**src/rtl/ums_pkg.sv**
```systemverilog
// Shared constants for the master-only SPI mode of the serial transceiver.
package ums_pkg;
	localparam int             FRAME_BITS  = 8;
	localparam int             DIV_W       = 12;
	localparam logic [1:0]     MODE_MSPI   = 2'h3;
	localparam logic [DIV_W-1:0] DIV_RESET = 12'h000;
	localparam logic [3:0]     EDGE_FIRST  = 4'h0;
	localparam logic [3:0]     EDGE_LAST   = 4'hf;
	localparam logic [7:0]     BYTE_ZERO   = 8'h00;
	localparam logic           LINE_IDLE   = 1'b1;
	localparam int             RXQ_DEPTH   = 2;
	localparam logic [1:0]     RXQ_EMPTY   = 2'h0;
	localparam logic [1:0]     RXQ_ONE     = 2'h1;
	localparam logic [1:0]     RXQ_FULL    = 2'h2;

	typedef enum logic [0:0]
	{
		UMS_IDLE  = 1'b0,
		UMS_SHIFT = 1'b1
	} ums_state_e;
endpackage

```
**src/rtl/ums_master.sv**
```systemverilog
// Master SPI transfer engine built from the transceiver's shared resources.
`timescale 1ns/100ps
module ums_master
(
	input  wire logic       clk,
	input  wire logic       rst,
	input  wire logic [1:0] operating_mode_select_field,
	input  wire logic       transmitter_enable_bit,
	input  wire logic       receiver_enable_bit,
	input  wire logic       clock_phase_bit,
	input  wire logic       clock_polarity_bit,
	input  wire logic       bit_order_select,
	input  wire logic       serial_clock_pin_direction,
	input  wire logic       baud_divisor_write,
	input  wire logic [11:0] baud_divisor_value,
	output logic [11:0]     baud_divisor,
	output logic            master_spi_mode,
	input  wire logic       tx_write_valid,
	input  wire logic [7:0] tx_write_data,
	output logic            tx_write_ready,
	output logic            rx_read_valid,
	output logic [7:0]      rx_read_data,
	input  wire logic       rx_read_ready,
	output logic            transmit_complete_flag,
	input  wire logic       transmit_complete_clear,
	output logic            receive_complete_flag,
	output logic            frame_error_flag,
	output logic            data_overrun_flag,
	output logic            parity_error_flag,
	output logic            serial_clock_pin_o,
	output logic            serial_clock_pin_oe,
	output logic            serial_data_out_pin,
	output logic            serial_data_out_oe,
	input  wire logic       serial_data_in_pin
);
	ums_pkg::ums_state_e state_reg;
	ums_pkg::ums_state_e state_next;
	logic [11:0] baud_reg;
	logic [11:0] tick_cnt_reg;
	logic [3:0]  edge_reg;
	logic        sck_reg;
	logic        mosi_reg;
	logic [7:0]  tx_sr_reg;
	logic [7:0]  rx_sr_reg;
	logic [7:0]  txbuf_reg;
	logic        txbuf_full_reg;
	logic        txc_reg;
	logic        miso_meta_reg;
	logic        miso_sync_reg;
	wire         engine_on;
	wire         rx_on;
	wire         tick;
	wire         leading;
	wire         trailing;
	wire         last_edge;
	wire         frame_done;
	wire         start;
	wire         load_next;
	wire         sample_ev;
	wire         setup_ev;
	wire         out_bit;
	wire [7:0]   tx_shifted;
	wire [7:0]   rx_shifted;
	wire [7:0]   load_byte;
	wire         tx_accept;
	wire         rxq_ready;
	wire         rxq_push;

	// The engine runs only in this mode with the transmitter on; the
	// separate asynchronous receive and transmit control is not built.
	assign master_spi_mode = (operating_mode_select_field ==
		ums_pkg::MODE_MSPI);
	assign engine_on = master_spi_mode & transmitter_enable_bit;
	assign rx_on     = engine_on & receiver_enable_bit;

	// No recovery logic exists, so these status flags are constant.
	assign frame_error_flag  = 1'b0;
	assign data_overrun_flag = 1'b0;
	assign parity_error_flag = 1'b0;

	// The divisor is held in a register that comes up at zero.
	always_ff @(posedge clk)
	begin
		if (rst)
		begin
			baud_reg <= ums_pkg::DIV_RESET;
		end
		else if (baud_divisor_write)
		begin
			baud_reg <= baud_divisor_value;
		end
	end
	assign baud_divisor = baud_reg;

	// One tick every divisor plus one cycles gives a half serial period,
	// so a divisor of zero toggles the clock every system cycle.
	assign tick = engine_on && (state_reg == ums_pkg::UMS_SHIFT) &&
		(tick_cnt_reg == baud_reg);
	always_ff @(posedge clk)
	begin
		if (rst || !engine_on || tick || state_reg == ums_pkg::UMS_IDLE)
		begin
			tick_cnt_reg <= ums_pkg::DIV_RESET;
		end
		else
		begin
			tick_cnt_reg <= tick_cnt_reg + 12'h001;
		end
	end

	// Even edge counts are leading edges, odd counts trailing ones.
	assign leading   = tick & ~edge_reg[0];
	assign trailing  = tick & edge_reg[0];
	assign last_edge = (edge_reg == ums_pkg::EDGE_LAST);
	assign frame_done = tick & last_edge;

	// Phase 0 samples on leading edges and sets up on trailing ones;
	// phase 1 swaps them. The final trailing edge drives no new bit.
	assign sample_ev = clock_phase_bit ? trailing : leading;
	assign setup_ev  = clock_phase_bit ? leading :
		(trailing & ~last_edge);

	// The order bit picks the end both shift registers work from.
	assign out_bit    = bit_order_select ? tx_sr_reg[0] :
		tx_sr_reg[7];
	assign tx_shifted = bit_order_select ? {1'b0, tx_sr_reg[7:1]} :
		{tx_sr_reg[6:0], 1'b0};
	assign rx_shifted = bit_order_select ?
		{miso_sync_reg, rx_sr_reg[7:1]} :
		{rx_sr_reg[6:0], miso_sync_reg};

	// A queued byte starts a frame from idle or right after the last one.
	assign start     = (state_reg == ums_pkg::UMS_IDLE) & engine_on &
		txbuf_full_reg;
	assign load_next = frame_done & txbuf_full_reg;
	assign load_byte = txbuf_reg;

	// Transfer state: shifting while frames keep coming, idle otherwise.
	always_comb
	begin
		state_next = state_reg;
		unique case (state_reg)
			ums_pkg::UMS_IDLE:
			begin
				if (start)
				begin
					state_next = ums_pkg::UMS_SHIFT;
				end
			end
			ums_pkg::UMS_SHIFT:
			begin
				if (!engine_on || (frame_done && !txbuf_full_reg))
				begin
					state_next = ums_pkg::UMS_IDLE;
				end
			end
		endcase
	end

	// State and edge count; disabling the transmitter aborts a frame.
	always_ff @(posedge clk)
	begin
		if (rst)
		begin
			state_reg <= ums_pkg::UMS_IDLE;
			edge_reg  <= ums_pkg::EDGE_FIRST;
		end
		else
		begin
			state_reg <= state_next;
			if (start || !engine_on)
			begin
				edge_reg <= ums_pkg::EDGE_FIRST;
			end
			else if (tick)
			begin
				edge_reg <= edge_reg + 4'h1;
			end
		end
	end

	// The base clock idles low and is flipped by the polarity bit.
	always_ff @(posedge clk)
	begin
		if (rst || !engine_on)
		begin
			sck_reg <= 1'b0;
		end
		else if (tick)
		begin
			sck_reg <= ~sck_reg;
		end
	end
	assign serial_clock_pin_o  = sck_reg ^ clock_polarity_bit;
	// The device only drives the clock when software made it an output.
	assign serial_clock_pin_oe = serial_clock_pin_direction;

	// Holding buffer in front of the shift register; a write is taken
	// while the previous byte is still shifting.
	assign tx_write_ready = engine_on & ~txbuf_full_reg;
	assign tx_accept      = tx_write_valid & tx_write_ready;
	always_ff @(posedge clk)
	begin
		if (rst || !engine_on)
		begin
			txbuf_full_reg <= 1'b0;
			txbuf_reg      <= ums_pkg::BYTE_ZERO;
		end
		else if (tx_accept)
		begin
			txbuf_full_reg <= 1'b1;
			txbuf_reg      <= tx_write_data;
		end
		else if (start || load_next)
		begin
			txbuf_full_reg <= 1'b0;
		end
	end

	// Phase 0 puts the first bit out at load, before any edge; phase 1
	// waits for the first leading edge. Idle line is held high.
	always_ff @(posedge clk)
	begin
		if (rst || !engine_on)
		begin
			tx_sr_reg <= ums_pkg::BYTE_ZERO;
			mosi_reg  <= ums_pkg::LINE_IDLE;
		end
		else if (start || load_next)
		begin
			if (clock_phase_bit)
			begin
				tx_sr_reg <= load_byte;
			end
			else if (bit_order_select)
			begin
				tx_sr_reg <= {1'b0, load_byte[7:1]};
				mosi_reg  <= load_byte[0];
			end
			else
			begin
				tx_sr_reg <= {load_byte[6:0], 1'b0};
				mosi_reg  <= load_byte[7];
			end
		end
		else if (frame_done)
		begin
			mosi_reg <= ums_pkg::LINE_IDLE;
		end
		else if (setup_ev)
		begin
			mosi_reg  <= out_bit;
			tx_sr_reg <= tx_shifted;
		end
	end
	assign serial_data_out_pin = mosi_reg;
	assign serial_data_out_oe  = engine_on;

	// The input pin is from outside the clock domain: two flops first.
	always_ff @(posedge clk)
	begin
		if (rst)
		begin
			miso_meta_reg <= 1'b0;
			miso_sync_reg <= 1'b0;
		end
		else
		begin
			miso_meta_reg <= serial_data_in_pin;
			miso_sync_reg <= miso_meta_reg;
		end
	end

	// Receive shift register; a frame started from idle begins from a clean value.
	always_ff @(posedge clk)
	begin
		if (rst || start)
		begin
			rx_sr_reg <= ums_pkg::BYTE_ZERO;
		end
		else if (sample_ev)
		begin
			rx_sr_reg <= rx_shifted;
		end
	end

	// In phase 1 the last sample lands on the last edge, so the pushed byte takes
	// the fresh bit directly for phase 1 and the register for phase 0.
	assign rxq_push = frame_done & rx_on;

	// Transmit complete: set when the last frame ends with nothing queued,
	// cleared by writing one; a set in the clear cycle wins.
	always_ff @(posedge clk)
	begin
		if (rst)
		begin
			txc_reg <= 1'b0;
		end
		else if (frame_done && !txbuf_full_reg)
		begin
			txc_reg <= 1'b1;
		end
		else if (transmit_complete_clear)
		begin
			txc_reg <= 1'b0;
		end
	end
	assign transmit_complete_flag = txc_reg;

	// A full buffer refuses the newest byte, which is then lost; the
	// trade-off keeps older unread bytes intact.
	ums_rx_fifo u_rx_fifo
	(
		.clk       (clk),
		.rst       (rst),
		.flush     (~rx_on),
		.in_valid  (rxq_push),
		.in_data   (clock_phase_bit ? rx_shifted : rx_sr_reg),
		.in_ready  (rxq_ready),
		.out_valid (rx_read_valid),
		.out_data  (rx_read_data),
		.out_ready (rx_read_ready)
	);

	// Receive complete mirrors the buffer holding unread data.
	assign receive_complete_flag = rx_read_valid;
endmodule

```
**src/rtl/ums_rx_fifo.sv**
```systemverilog
// Two-entry receive buffer with valid and ready on both sides.
`timescale 1ns/100ps
module ums_rx_fifo
(
	input  wire logic       clk,
	input  wire logic       rst,
	input  wire logic       flush,
	input  wire logic       in_valid,
	input  wire logic [7:0] in_data,
	output logic            in_ready,
	output logic            out_valid,
	output logic [7:0]      out_data,
	input  wire logic       out_ready
);
	logic [1:0] count_reg;
	logic [1:0] count_next;
	logic [7:0] slot_reg [ums_pkg::RXQ_DEPTH];
	logic [7:0] slot_next [ums_pkg::RXQ_DEPTH];
	wire        push;
	wire        pop;

	// Full means the newest byte is refused; older entries stay put.
	assign in_ready  = (count_reg != ums_pkg::RXQ_FULL);
	assign out_valid = (count_reg != ums_pkg::RXQ_EMPTY);
	assign out_data  = slot_reg[0];
	assign push      = in_valid & in_ready;
	assign pop       = out_valid & out_ready;

	// Slot 0 is always the oldest byte, so a pop shifts slot 1 down.
	always_comb
	begin
		count_next   = count_reg;
		slot_next[0] = slot_reg[0];
		slot_next[1] = slot_reg[1];
		if (pop)
		begin
			slot_next[0] = slot_reg[1];
		end
		if (push)
		begin
			if (count_reg == ums_pkg::RXQ_EMPTY ||
				(count_reg == ums_pkg::RXQ_ONE && pop))
			begin
				slot_next[0] = in_data;
			end
			else
			begin
				slot_next[1] = in_data;
			end
		end
		count_next = count_reg + {1'b0, push} - {1'b0, pop};
	end

	// Flushing empties the buffer when the receiver is switched off.
	always_ff @(posedge clk)
	begin
		if (rst || flush)
		begin
			count_reg   <= ums_pkg::RXQ_EMPTY;
			slot_reg[0] <= ums_pkg::BYTE_ZERO;
			slot_reg[1] <= ums_pkg::BYTE_ZERO;
		end
		else
		begin
			count_reg   <= count_next;
			slot_reg[0] <= slot_next[0];
			slot_reg[1] <= slot_next[1];
		end
	end
endmodule

```
**config.mk**
```make
export PLATFORM = sky130hd
export DESIGN_NAME = ums_master
export DESIGN_NICKNAME = d
export VERILOG_FILES = /design/src/rtl/ums_pkg.sv /design/src/rtl/ums_master.sv /design/src/rtl/ums_rx_fifo.sv
export SDC_FILE = /design/constraint.sdc
export NUM_CORES = 1
export LEC_CHECK = 0
export BUFFER_PORTS_ARGS = -buffer_cell sky130_fd_sc_hd__buf_2
export CAP_MARGIN = 15
export CELL_PAD_IN_SITES_DETAIL_PLACEMENT = 1
export CELL_PAD_IN_SITES_GLOBAL_PLACEMENT = 1
export CORE_MARGIN = 5
export CORE_UTILIZATION = 42
export CTS_CLUSTER_DIAMETER = 60
export DETAILED_ROUTE_END_ITERATION = 12
export PLACE_DENSITY_LB_ADDON = 0.12
export SLEW_MARGIN = 10
export SYNTH_ARGS = -nofsm -noshare
export SYNTH_HDL_FRONTEND = slang
export SYNTH_HIERARCHICAL = 1
export SYNTH_SLANG_ARGS = --single-unit
```
**constraint.sdc**
```tcl
create_clock -name clk -period 3.48 [get_ports clk]
set_input_delay 0.174 -clock clk [delete_from_list [all_inputs] [get_ports clk]]
set_output_delay 0.174 -clock clk [all_outputs]
set_load 0.005 [all_outputs]
```
==> impl_metrics.toml <==
[floorplanning]
rows = 34
dieHeight_um = 105
die_w_um = 105
die-area_sq_um = 11100
ios = 67
core-area_sq_um = 8760
initial_core_util_pct = 43.5

[timing]
relSlewSlack_pct = 51.9
hold_viol_final = 0
whs_ns = 0.0657
fin_skew_ns = 0.0157
rsz0062_at_grt = "no"
fmax_mhz = 405
finalSetupViolations = 0
period_minus_slack_ns = 2.47
setup_ws_ns = 1.01
finalMaxSlewViolations = 0
tightest_slew_ns = 0.718
fin_setup_tns_ns = 0
finalCritPeriodShare_pct = 70.9

[clock_tree]
ctsResizeCount = 0
post_cts_buffers = 0
htree_levels = 3
postCtsHoldBufs = 0
cts_max_path_buffers = 2
clk_pin_slew_worst_paths_ns = 0.09
root_buffer = "clkbuf_8"
tritoncts = "done"
cts_sinks = 77
clock_latency_ns = 0.35
cts_buffers = 9

[synth]
synth_common_cells = "77 x dfxtp_1, 47 x a21oi_1, 46 x nor2_1"
yosysMostFrequentCell = "dfxtp_1"
synth_cells = 432
syn_avg_cell_area_sq_um = 8.83
async_reset_ff_share_pct = 0
synth_top_area_share_pct = 40.4
netlist_area_sq_um = 3810
synth-seq-cells = 77
synth.distinct_cells = 45
seq_area_frac_synth_pct = 40.4
ys_warn_count = 6
yosysTopAreaCell = "dfxtp_1"
synth-edff-count = 0
synthFlopType = "dfxtp_1"
synth_area_leaders = "dfxtp_1 40%, mux2i_1 10%, a21oi_1 6.2%, nor2_1 4.5%, xnor2_1 4.4%"

[route]
drtIter0Drc = 118
dr.pass1.iters = 4
drt_wl_total_um = 9530
wl_per_cell_um = 16.3
ant_nets = 0
drc = 0
vias = 3166
viasPerCell = 5.42

[setup_path]
slowest_delay_ns = 0.43
cp_slowest_cell = "dfxtp_1"
cp.required_ns = 3.76
cp_max_fo = 6
path_class = "register to register"
cp-end-kind = "register"
crit_chain = "xnor2_1 -> nand4_1 -> nor4_4 -> nand2_1 -> nor2_1 -> nand2_1 -> xor2_1 -> ha_1 -> or3_1 -> mux2i_1"
critPathMostFrequentCell = "nand2_1"
worstSetupStartpointType = "register"
arrival_ns = 2.75
cp_top_family = "simple AND/OR/NAND/NOR gates"
cp_num_buf_inv = 0

[final_layout]
largest_register_ffs = 16
n_fill_cell = 1049
syn2layout_area_growth_pct = 12.2
utilization_pct = 48.8
antenna_cells = 0
seq_area_sq_um = 1540
multi_input_area_sq_um = 2030
drive_above_1_share_pct = 18.7
num-nets-final = 509

[grt]
grt_max_degree = 35
grt_pass1_wl_um = 16500
grt_pass1_vias = 3293
antenna_found_initial = 0
grt.total_usage_pct = 17.7
grt-ovfl-total = 0

[power_and_ir_drop]
p_int_mw = 1.34
p_leak_nw = 1.71
power.density_nw_per_um2 = 409
p_switching_mw = 0.409
pwr-share-comb_pct = 6.6
clkPwrFrac_pct = 42.1
ir_drop_mv = 0.168
netSwitchingFraction_pct = 23.4
power_frac_seq_pct = 51.3

[hold_path]
hold_class = "input pin to register"

[place]
hpwl_um = 7050
io_buffers = 61
dp_slack_ns = 1.02
place.gp.congestion = 0.750

[run_status]
status = "complete, no violations"

[job]
maxCapViolCount = 0
-- final cells by class --
| type | instances | area share (%) |
|---|---|---|
| Inverter | 6 | 0.526 |
| Tap cell | 108 | 3.16 |
| Sequential cell | 77 | 36.0 |
| Clock buffer | 10 | 2.98 |
| Clock inverter | 6 | 2.02 |
| Multi-Input combinational cell | 312 | 47.4 |
| Timing Repair Buffer | 65 | 7.84 |
-- routing by layer --
layer / up-vias / track usage [%] / part of all wire (%)
met1: 1521 / 23.7 / 48
met3: 8 / 2.93 / 3.1
met2: 51 / 29.5 / 48
met4: 0 / 4.66 / 0.72
met5: - / 0 / 0
li1: 1586 / - / -
-- cell usage in the layout (no fill, tap or decap), drive strengths merged, types with 7 or more instances in the layout --
cell type	Yosys	final
o31ai	8	8
dfxtp	77	77
mux2i	39	39
nor2b	11	11
o21ai	10	10
clkbuf	16	10
a311oi	8	8
a21oi	47	47
xor2	10	10
nand2	27	27
buf	23	65
xnor2	19	19
nand3	23	23
inv	6	7
nor2	46	46
-- worst reg2reg max path: stages, from the launching register on --
cell     delay, ns
dfxtp_1       0.43
xnor2_1       0.15
nand4_1       0.16
nor4_4        0.32
nand2_1       0.11
nor2_1        0.29
nand2_1       0.11
xor2_1        0.16
ha_1          0.21
or3_1         0.36
mux2i_1       0.11
-- path summary, 6_finish.rpt --
check,startpoint,endpoint,slack [ns],depth (start not counted)
worst max-delay path,tick_cnt_reg[6],u_rx_fifo/count_reg[1],1.01,10
worst min-delay path,serial_data_in_pin,miso_meta_reg,0.07,2
worst max register to register,tick_cnt_reg[6],u_rx_fifo/count_reg[1],1.01,10
worst min register to register,miso_meta_reg,miso_sync_reg,0.45,1
-- cell families (layout without fill, tap and decap cells) --
family | Yosys count | in the layout | synth area share [%]
simple gates | 138 | 138 | 17.7
compound gates | 100 | 100 | 17.3
flops | 77 | 77 | 40.4
buf+inv | 45 | 87 | 6.53
mux | 39 | 39 | 10.2
xor+xnor | 29 | 29 | 6.66
fa+ha+maj | 3 | 3 | 0.985
other cells | 1 | 3 | 0.0984
-- through the flow --
step / cells / area [sq um] / power [mW]
after floorplan: 434 / 3820 / 0.989
after global placement: 568 / 4060 / 1.03
after detailed placement: 568 / 4060 / 1.04
after CTS: 584 / 4280 / 1.78
after global routing: 584 / 4280 / 1.83
final: 584 / 4280 / 1.75
-- power groups by stage --
stage / Clock, mW / Sequential, mW / Combinational (mW)
detailed placement: 0 / 0.920 / 0.116
floorplan: 0 / 0.918 / 0.0710
finish: 0.738 / 0.899 / 0.115
global route: 0.801 / 0.900 / 0.128
CTS: 0.762 / 0.899 / 0.116
global placement: 0 / 0.919 / 0.112
No activity file was read; power rests on OpenSTA's default activity.
